$ cat config.mk
export PLATFORM = sky130hd
export DESIGN_NAME = fcl_loader
export DESIGN_NICKNAME = d
export VERILOG_FILES = /design/src/shared/fcl_pkg.sv /design/src/hdl/fcl_loader.sv
export SDC_FILE = /design/constraint.sdc
export NUM_CORES = 1
export LEC_CHECK = 0
export BUFFER_PORTS_ARGS = -buffer_cell sky130_fd_sc_hd__buf_2
export CAP_MARGIN = 20
export CORE_MARGIN = 1
export CORE_UTILIZATION = 46
export CTS_CLUSTER_SIZE = 30
export DETAILED_ROUTE_END_ITERATION = 8
export GPL_TIMING_DRIVEN = 0
export PLACE_DENSITY = 0.66
export RECOVER_POWER = 25
export SYNTH_ARGS = -nofsm -noshare
export SYNTH_HDL_FRONTEND = slang
export SYNTH_SLANG_ARGS = --single-unit
$ cat constraint.sdc
create_clock -name mclk -period 11 [get_ports mclk]
set_input_delay 0 -clock mclk [delete_from_list [all_inputs] [get_ports mclk]]
set_output_delay 0 -clock mclk [all_outputs]
set_load 0.01 [all_outputs]
$ cat src/shared/fcl_pkg.sv
// fcl_pkg: register map, field positions and counts of the fir coefficient loader
// assumes an 8-bit register port driven by a serial-control front end on mclk
package fcl_pkg;
    // register offsets on the 8-bit register port
    localparam logic [7:0] FCL_OFS_CTRL = 8'h25; // filter_load_control
    localparam logic [7:0] FCL_OFS_S1_B0 = 8'h26; // stage1_coeff_byte0, bits 7:0
    localparam logic [7:0] FCL_OFS_S1_B1 = 8'h27; // stage1_coeff_byte1, bits 15:8
    localparam logic [7:0] FCL_OFS_S1_B2 = 8'h28; // stage1_coeff_byte2, bits 23:16
    localparam logic [7:0] FCL_OFS_S1_B3 = 8'h29; // stage1_coeff_byte3, bits 31:24
    localparam logic [7:0] FCL_OFS_S2_B0 = 8'h2a; // stage2_coeff_byte0
    localparam logic [7:0] FCL_OFS_S2_B1 = 8'h2b; // stage2_coeff_byte1
    localparam logic [7:0] FCL_OFS_S2_B2 = 8'h2c; // stage2_coeff_byte2
    localparam logic [7:0] FCL_OFS_S2_B3 = 8'h2d; // stage2_coeff_byte3
    // control register fields
    localparam int FCL_BIT_S2_LOAD = 0; // stage 2 load enable
    localparam int FCL_BIT_S2_CUSTOM = 1; // stage 2 uses loaded coefficients
    localparam int FCL_BIT_S1_LOAD = 4; // stage 1 load enable
    localparam int FCL_BIT_S1_CUSTOM = 5; // stage 1 uses loaded coefficients
    localparam logic [7:0] FCL_CTRL_RESET = 8'h00; // value after reset
    // geometry
    localparam int FCL_CHANNELS = 8;
    localparam logic [2:0] FCL_LAST_CH = 3'h7; // channel eight, counted from zero
    localparam logic [5:0] FCL_S1_LAST_IDX = 6'h3f; // 64 coefficients per channel
    localparam logic [5:0] FCL_S2_LAST_IDX = 6'h0f; // 16 coefficients per channel
    localparam int FCL_S1_BYTES = 2048;
    localparam int FCL_S2_BYTES = 512;
    // stage encoding on the commit stream
    typedef enum logic [0:0] {
        FCL_STAGE1 = 1'b0,
        FCL_STAGE2 = 1'b1
    } fcl_stage_t;
endpackage : fcl_pkg

$ cat src/hdl/fcl_loader.sv
// fcl_loader: control register, byte assembly and commit sequencing for the two fir stages
// assumes a register port on mclk (one-cycle write/read strobes) and async status levels for
// the audio data clock and converter lock; filter arithmetic and coefficient storage sit outside
`timescale 1ns/1ps
`default_nettype none

// Contract
// - two stages, each built-in or loaded, per-channel
// - control bits 5 and 1 select coefficient source
// - stage one bytes msb first, 0x29 down to 0x26
// - channels interleaved within each coefficient index
// - stage one: 64 coefficients, 2048 bytes
// - stage two bytes msb first, 0x2d down to 0x2a
// - stage two: 16 coefficients, 512 bytes
module fcl_loader (
    input wire logic mclk,
    input wire logic rst,
    input wire logic reg_wr, // one-cycle write strobe
    input wire logic reg_rd, // one-cycle read strobe
    input wire logic [7:0] reg_addr,
    input wire logic [7:0] reg_wdata,
    output logic [7:0] reg_rdata, // valid the cycle after reg_rd
    input wire logic data_clk_active, // async: audio data clock is running
    input wire logic dac_locked, // async: converter reports lock
    output logic s1_custom, // stage 1 uses loaded coefficients
    output logic s2_custom, // stage 2 uses loaded coefficients
    output logic s1_loading, // stage 1 load enable bit
    output logic s2_loading,
    output logic s1_loaded, // stage 1 full load finalised
    output logic s2_loaded,
    output logic coef_valid, // one-cycle commit pulse
    output logic coef_stage, // 0 stage 1, 1 stage 2
    output logic [2:0] coef_channel,
    output logic [5:0] coef_index,
    output logic [31:0] coef_data
);

    // address match used by every write decode below
    function automatic logic fcl_hit(input logic wr, input logic [7:0] a, input logic [7:0] ofs);
        fcl_hit = wr && (a == ofs);
    endfunction : fcl_hit

    // synchroniser for the two async status levels; stage one is read only by stage two
    logic clk_meta_reg, clk_ok_reg, lock_meta_reg, lock_ok_reg;
    always_ff @(posedge mclk or posedge rst) begin
        if (rst) begin
            clk_meta_reg <= 1'b0;
            clk_ok_reg <= 1'b0;
            lock_meta_reg <= 1'b0;
            lock_ok_reg <= 1'b0;
        end else begin
            clk_meta_reg <= data_clk_active;
            clk_ok_reg <= clk_meta_reg;
            lock_meta_reg <= dac_locked;
            lock_ok_reg <= lock_meta_reg;
        end
    end

    logic load_ok; // loading is only meaningful while audio path is alive
    assign load_ok = clk_ok_reg && lock_ok_reg;

    // register state
    logic [7:0] ctrl_reg, ctrl_next; // filter_load_control
    logic [23:0] s1_hold_reg, s1_hold_next; // stage 1 upper three bytes
    logic [23:0] s2_hold_reg, s2_hold_next;
    logic [2:0] s1_ch_reg, s1_ch_next; // next channel to commit
    logic [5:0] s1_idx_reg, s1_idx_next; // next coefficient index
    logic [2:0] s2_ch_reg, s2_ch_next;
    logic [3:0] s2_idx_reg, s2_idx_next;
    logic s1_full_reg, s1_full_next; // all 2048 bytes taken
    logic s2_full_reg, s2_full_next; // all 512 bytes taken
    logic s1_loaded_reg, s1_loaded_next;
    logic s2_loaded_reg, s2_loaded_next;
    logic cv_reg, cv_next; // commit pulse
    logic cs_reg, cs_next;
    logic [2:0] cch_reg, cch_next;
    logic [5:0] cidx_reg, cidx_next;
    logic [31:0] cdata_reg, cdata_next;
    logic [7:0] rdata_reg, rdata_next;

    // write decodes
    logic wr_ctrl, wr_s1_b0, wr_s2_b0;
    assign wr_ctrl = fcl_hit(reg_wr, reg_addr, fcl_pkg::FCL_OFS_CTRL);
    assign wr_s1_b0 = fcl_hit(reg_wr, reg_addr, fcl_pkg::FCL_OFS_S1_B0);
    assign wr_s2_b0 = fcl_hit(reg_wr, reg_addr, fcl_pkg::FCL_OFS_S2_B0);

    logic s1_en, s2_en, s1_rise, s2_rise, s1_fall, s2_fall;
    assign s1_en = ctrl_reg[fcl_pkg::FCL_BIT_S1_LOAD];
    assign s2_en = ctrl_reg[fcl_pkg::FCL_BIT_S2_LOAD];
    assign s1_rise = wr_ctrl && !s1_en && reg_wdata[fcl_pkg::FCL_BIT_S1_LOAD];
    assign s2_rise = wr_ctrl && !s2_en && reg_wdata[fcl_pkg::FCL_BIT_S2_LOAD];
    assign s1_fall = wr_ctrl && s1_en && !reg_wdata[fcl_pkg::FCL_BIT_S1_LOAD];
    assign s2_fall = wr_ctrl && s2_en && !reg_wdata[fcl_pkg::FCL_BIT_S2_LOAD];

    // a commit happens on the low byte while enabled, healthy and not yet full;
    // the trailing zero write after the last coefficient lands on a full stage and is dropped
    logic s1_commit, s2_commit;
    assign s1_commit = wr_s1_b0 && s1_en && load_ok && !s1_full_reg;
    assign s2_commit = wr_s2_b0 && s2_en && load_ok && !s2_full_reg;

    // next-state logic for registers, counters and the commit stream
    always_comb begin
        ctrl_next = ctrl_reg;
        s1_hold_next = s1_hold_reg;
        s2_hold_next = s2_hold_reg;
        s1_ch_next = s1_ch_reg;
        s1_idx_next = s1_idx_reg;
        s2_ch_next = s2_ch_reg;
        s2_idx_next = s2_idx_reg;
        s1_full_next = s1_full_reg;
        s2_full_next = s2_full_reg;
        s1_loaded_next = s1_loaded_reg;
        s2_loaded_next = s2_loaded_reg;
        cv_next = 1'b0;
        cs_next = cs_reg;
        cch_next = cch_reg;
        cidx_next = cidx_reg;
        cdata_next = cdata_reg;
        rdata_next = rdata_reg;
        // control register: source select bits and load enables, per stage independently
        if (wr_ctrl) begin
            ctrl_next = reg_wdata;
        end
        // upper bytes just park until the low byte arrives, msb first order
        if (fcl_hit(reg_wr, reg_addr, fcl_pkg::FCL_OFS_S1_B3)) begin
            s1_hold_next[23:16] = reg_wdata;
        end
        if (fcl_hit(reg_wr, reg_addr, fcl_pkg::FCL_OFS_S1_B2)) begin
            s1_hold_next[15:8] = reg_wdata;
        end
        if (fcl_hit(reg_wr, reg_addr, fcl_pkg::FCL_OFS_S1_B1)) begin
            s1_hold_next[7:0] = reg_wdata;
        end
        if (fcl_hit(reg_wr, reg_addr, fcl_pkg::FCL_OFS_S2_B3)) begin
            s2_hold_next[23:16] = reg_wdata;
        end
        if (fcl_hit(reg_wr, reg_addr, fcl_pkg::FCL_OFS_S2_B2)) begin
            s2_hold_next[15:8] = reg_wdata;
        end
        if (fcl_hit(reg_wr, reg_addr, fcl_pkg::FCL_OFS_S2_B1)) begin
            s2_hold_next[7:0] = reg_wdata;
        end
        // stage 1 commit: channel runs fastest, index after eight channels
        if (s1_commit) begin
            cv_next = 1'b1;
            cs_next = fcl_pkg::FCL_STAGE1;
            cch_next = s1_ch_reg;
            cidx_next = s1_idx_reg;
            cdata_next = {s1_hold_reg, reg_wdata};
            s1_ch_next = s1_ch_reg + 3'h1;
            if (s1_ch_reg == fcl_pkg::FCL_LAST_CH) begin
                s1_idx_next = s1_idx_reg + 6'h01;
                if (s1_idx_reg == fcl_pkg::FCL_S1_LAST_IDX) begin
                    s1_full_next = 1'b1;
                end
            end
        end else if (s2_commit) begin
            // both stages never commit together: they share the same one-byte write port
            cv_next = 1'b1;
            cs_next = fcl_pkg::FCL_STAGE2;
            cch_next = s2_ch_reg;
            cidx_next = {2'b00, s2_idx_reg};
            cdata_next = {s2_hold_reg, reg_wdata};
            s2_ch_next = s2_ch_reg + 3'h1;
            if (s2_ch_reg == fcl_pkg::FCL_LAST_CH) begin
                s2_idx_next = s2_idx_reg + 4'h1;
                if ({2'b00, s2_idx_reg} == fcl_pkg::FCL_S2_LAST_IDX) begin
                    s2_full_next = 1'b1;
                end
            end
        end
        // enabling a stage restarts it at channel one, coefficient one
        if (s1_rise) begin
            s1_ch_next = 3'h0;
            s1_idx_next = 6'h00;
            s1_full_next = 1'b0;
            s1_loaded_next = 1'b0;
        end
        if (s2_rise) begin
            s2_ch_next = 3'h0;
            s2_idx_next = 4'h0;
            s2_full_next = 1'b0;
            s2_loaded_next = 1'b0;
        end
        // finalise only counts when every coefficient came in; a short load stays unloaded
        if (s1_fall) begin
            s1_loaded_next = s1_full_reg;
        end
        if (s2_fall) begin
            s2_loaded_next = s2_full_reg;
        end
        // read path: control reads back, byte ports are write-only and read zero
        if (reg_rd) begin
            rdata_next = (reg_addr == fcl_pkg::FCL_OFS_CTRL) ? ctrl_reg : 8'h00;
        end
    end

    // state registers
    always_ff @(posedge mclk or posedge rst) begin
        if (rst) begin
            ctrl_reg <= fcl_pkg::FCL_CTRL_RESET;
            s1_hold_reg <= 24'h000000;
            s2_hold_reg <= 24'h000000;
            s1_ch_reg <= 3'h0;
            s1_idx_reg <= 6'h00;
            s2_ch_reg <= 3'h0;
            s2_idx_reg <= 4'h0;
            s1_full_reg <= 1'b0;
            s2_full_reg <= 1'b0;
            s1_loaded_reg <= 1'b0;
            s2_loaded_reg <= 1'b0;
            cv_reg <= 1'b0;
            cs_reg <= 1'b0;
            cch_reg <= 3'h0;
            cidx_reg <= 6'h00;
            cdata_reg <= 32'h00000000;
            rdata_reg <= 8'h00;
        end else begin
            ctrl_reg <= ctrl_next;
            s1_hold_reg <= s1_hold_next;
            s2_hold_reg <= s2_hold_next;
            s1_ch_reg <= s1_ch_next;
            s1_idx_reg <= s1_idx_next;
            s2_ch_reg <= s2_ch_next;
            s2_idx_reg <= s2_idx_next;
            s1_full_reg <= s1_full_next;
            s2_full_reg <= s2_full_next;
            s1_loaded_reg <= s1_loaded_next;
            s2_loaded_reg <= s2_loaded_next;
            cv_reg <= cv_next;
            cs_reg <= cs_next;
            cch_reg <= cch_next;
            cidx_reg <= cidx_next;
            cdata_reg <= cdata_next;
            rdata_reg <= rdata_next;
        end
    end

    // outputs straight from flip-flops
    assign reg_rdata = rdata_reg;
    assign s1_custom = ctrl_reg[fcl_pkg::FCL_BIT_S1_CUSTOM];
    assign s2_custom = ctrl_reg[fcl_pkg::FCL_BIT_S2_CUSTOM];
    assign s1_loading = s1_en;
    assign s2_loading = s2_en;
    assign s1_loaded = s1_loaded_reg;
    assign s2_loaded = s2_loaded_reg;
    assign coef_valid = cv_reg;
    assign coef_stage = cs_reg;
    assign coef_channel = cch_reg;
    assign coef_index = cidx_reg;
    assign coef_data = cdata_reg;
endmodule : fcl_loader

`default_nettype wire

==> impl_results.md <==
* LEAKAGE at 3.55 nW
* Combinational power share at under 10%
* R2r setup slk at between 8000 and 9000 ps
* Die X at ~110 µm
* Syn nets at 478
* GPL Wtd Cong at 0.812
* Worst EP arrival at between 2000 and 2500 ps
* Post-CTS Setup Bufs at 0
* Hold Slack at between 15 and 20 ps
* Clock net sink count at 131
* Critical Path Start Type: primary input
* DP HPWL at between 8 and 9 mm
* Global route overflow at 0
* Final worst setup slack at just under 9000 ps
* Via count at 3774
* Detailed Route Iter0 Violations at about 170
* Final Critical Period at 2350 ps
* Finished Cell Area at 6810 µm²
* Max Cap Viol at 1
* NetSw at 0.236 mW
* Outcome: finished, violations left
* Area occupied by multi-input gates at 2050 µm²
* Worst path required time at between 10000 and 15000 ps
* Max rail drop VDD at roughly 0.15 mV
* Final core utilization at between 50% and 60%
* Floorplan row count at 39
* CP Class: primary input to asynchronous set/reset pin
* Fill cells at 972
* Tightest Hold Check Type: primary input to flop
* Sequential group share of total power at between 40% and 50%
* Prevailing post-synth register cell: dfrtp_1
* Max reg flops at 32
* Die area at between 10000 and 15000 µm²
* CTS tree: done
* Final wirelength at between 10 and 15 mm
* Number of global-route vias before repair at roughly 4000
* Clock transition at path regs at roughly 60 ps
* Count of cell types in the netlist at 44
* Root Driver: clkbuf_16
* CTS H-tree lvls at 4
* CTS buffer count at 17
* Later-pin clock latency in the skew report at a little over 400 ps
* CTS max path bufs at 2
* Final hold vios at 0
* Yosys reg bits at between 100 and 150
* Final #Nets at 584
* Failing checks: DRC, capacitance limit, slew limit
* Detail Route Antenna Nets at 0
* Die extent in y at 111 µm
* DP Worst Slack at 8750 ps
* Post-synth EDFFs at 0
* Drt wl/cell at about 17 µm
* Inst Count DP at 670
* Clock power frac at 52.2%
* Mapped Area at around 5500 µm²
* RSZ-0062 raised after global routing: false
* Final non-filler cell total at around 710
* Final-report setup violation count at 0
* Cells after synthesis at 450
* Syn avg cell area at around 12 µm²
* Max Transition Viols Final at between 60 and 70
* Slew headroom at -102%
* Internal at 0.892 mW
* Sequential share of the synthesized area at roughly three fifths
* Worst Setup End Kind: asynchronous set/reset pin
* Yosys warns at 0
* Worst slew pin tran at about 3000 ps
* Initial antenna violation count at 0
* Fraction of registers with async set/reset at 100%
* Total power at around 1.1 mW
* IO Count at approximately 80
* Max Fclk at approximately 0.43 GHz
* Largest net degree at the start of global routing at between 60 and 70
* Layout cell share with drive strength beyond 1 at between 30% and 40%
* Initial Util at 47.7%
* Cell Area, Placed at 6090 µm²
* Port bufs at 76
* Layout Skew at 7.01 ps
* Reg area at ~3300 µm²
* All-layer global routing usage at 21.8%
* First-pass GRT wire length at just over 20 mm
* DR vias/cell at around 5.3
* Setup TNS at 0 ps
* Tcrit/Tclk final at 21.3%
* P&R area growth vs syn at 23.8%
* 1st-pass router iterations at 6
* # diodes at 0
* Core Area at about 12000 µm²
* Sw Share at a little over a fifth
* DRC at 11
* CP Max Fanout at 67
* Power per cell area at approximately 170 nW/µm²
-- synthesized netlist by cell type (all sizes together), types with 3 or more instances --
| cell | number | area, µm² |
|---|---|---|
| a21oi | 4 | 20.0 |
| a22oi | 31 | 233 |
| and4 | 5 | 43.8 |
| buf | 16 | 85.1 |
| clkbuf | 7 | 26.3 |
| dfrtp | 131 | 3280 |
| ha | 6 | 75.1 |
| inv | 14 | 52.6 |
| mux2 | 66 | 743 |
| mux2i | 5 | 50.1 |
| nand2 | 82 | 308 |
| nand3 | 6 | 35.0 |
| nand4 | 8 | 50.1 |
| nor2 | 16 | 67.6 |
| nor2b | 7 | 43.8 |
| nor3 | 3 | 15.0 |
| o21ai | 11 | 55.1 |
| xnor2 | 5 | 43.8 |
-- cell type report --
cell class	instances	share of cell area (%)
plain buffers	23	1.64
clock buffers	22	7.12
inverters	14	0.791
clock inverters	10	2.17
well taps	143	2.63
repair buffers	87	7.30
flip-flops and latches	131	48.2
multi-input cells	282	30.2
-- cell families (layout without fill, tap and decap cells) --
kind of cell | Yosys count | count (layout) | share of synthesized area, %
adders and majority gates | 6 | 6 | 1.37
and+or+nand+nor | 144 | 144 | 13.6
xor gates and xnor gates | 5 | 5 | 0.797
AOI/OAI and AO/OA | 56 | 56 | 7.17
buffers and inverters | 37 | 156 | 2.98
DFF | 131 | 131 | 59.6
muxes | 71 | 71 | 14.4
-- path summary, 6_finish.rpt --
path	from	cells past startpoint	to
worst min-delay path	reg_wdata[3]	2	s1_hold_reg[11]
worst max register to register	ctrl_reg[0]	5	coef_data[25]
worst min register to register	lock_meta_reg	0	lock_ok_reg
min in group asynchronous	rst	3	s1_idx_reg[0]
max in group mclk	ctrl_reg[0]	5	coef_data[25]
worst max-delay path	rst	3	s2_hold_reg[16]
-- timing repair --
item | CTS | global route
gates resized for setup | 0 | 0
hold buffers | 10 | 0
hold endpoints to repair | 111 | 0
setup endpoints to repair | 0 | 0
-- power groups by stage --
stage	combinational (mW)	sequential [mW]	clock, mW
floorplan	0.0221	0.506	0
global placement	0.0355	0.507	0
detailed placement	0.0384	0.508	0
CTS	0.0415	0.499	0.599
global route	0.0453	0.501	0.620
finish	0.0402	0.500	0.589
-- routing by layer --
metal,track usage (%),vias up,part of all wire [%]
li1,-,1795,-
met1,28.2,1876,44
met2,35.7,89,50
met3,5.47,14,4.5
met4,7.57,0,1.2
met5,0,-,0
-- critical path: stages --
cell and delay (ps):
dlygate4sd3_1 530, buf_2 120, clkinvlp_2 1690
-- cell usage in the layout (no fill, tap or decap), types with 6 or more instances in the layout --
| cell type | Yosys | routed |
|---|---|---|
| nand2_1 | 82 | 82 |
| nand4_1 | 8 | 8 |
| mux2_2 | 63 | 63 |
| nor2_1 | 15 | 15 |
| dfrtp_1 | 131 | 131 |
| dlygate4sd3_1 | 0 | 10 |
| nor2b_1 | 7 | 7 |
| clkbuf_1 | 7 | 17 |
| buf_2 | 14 | 81 |
| clkbuf_16 | 0 | 17 |
| inv_1 | 14 | 13 |
| ha_1 | 6 | 6 |
| a22oi_1 | 31 | 31 |
| o21ai_0 | 11 | 11 |
Note: power is estimated with default switching activity, not from simulation.
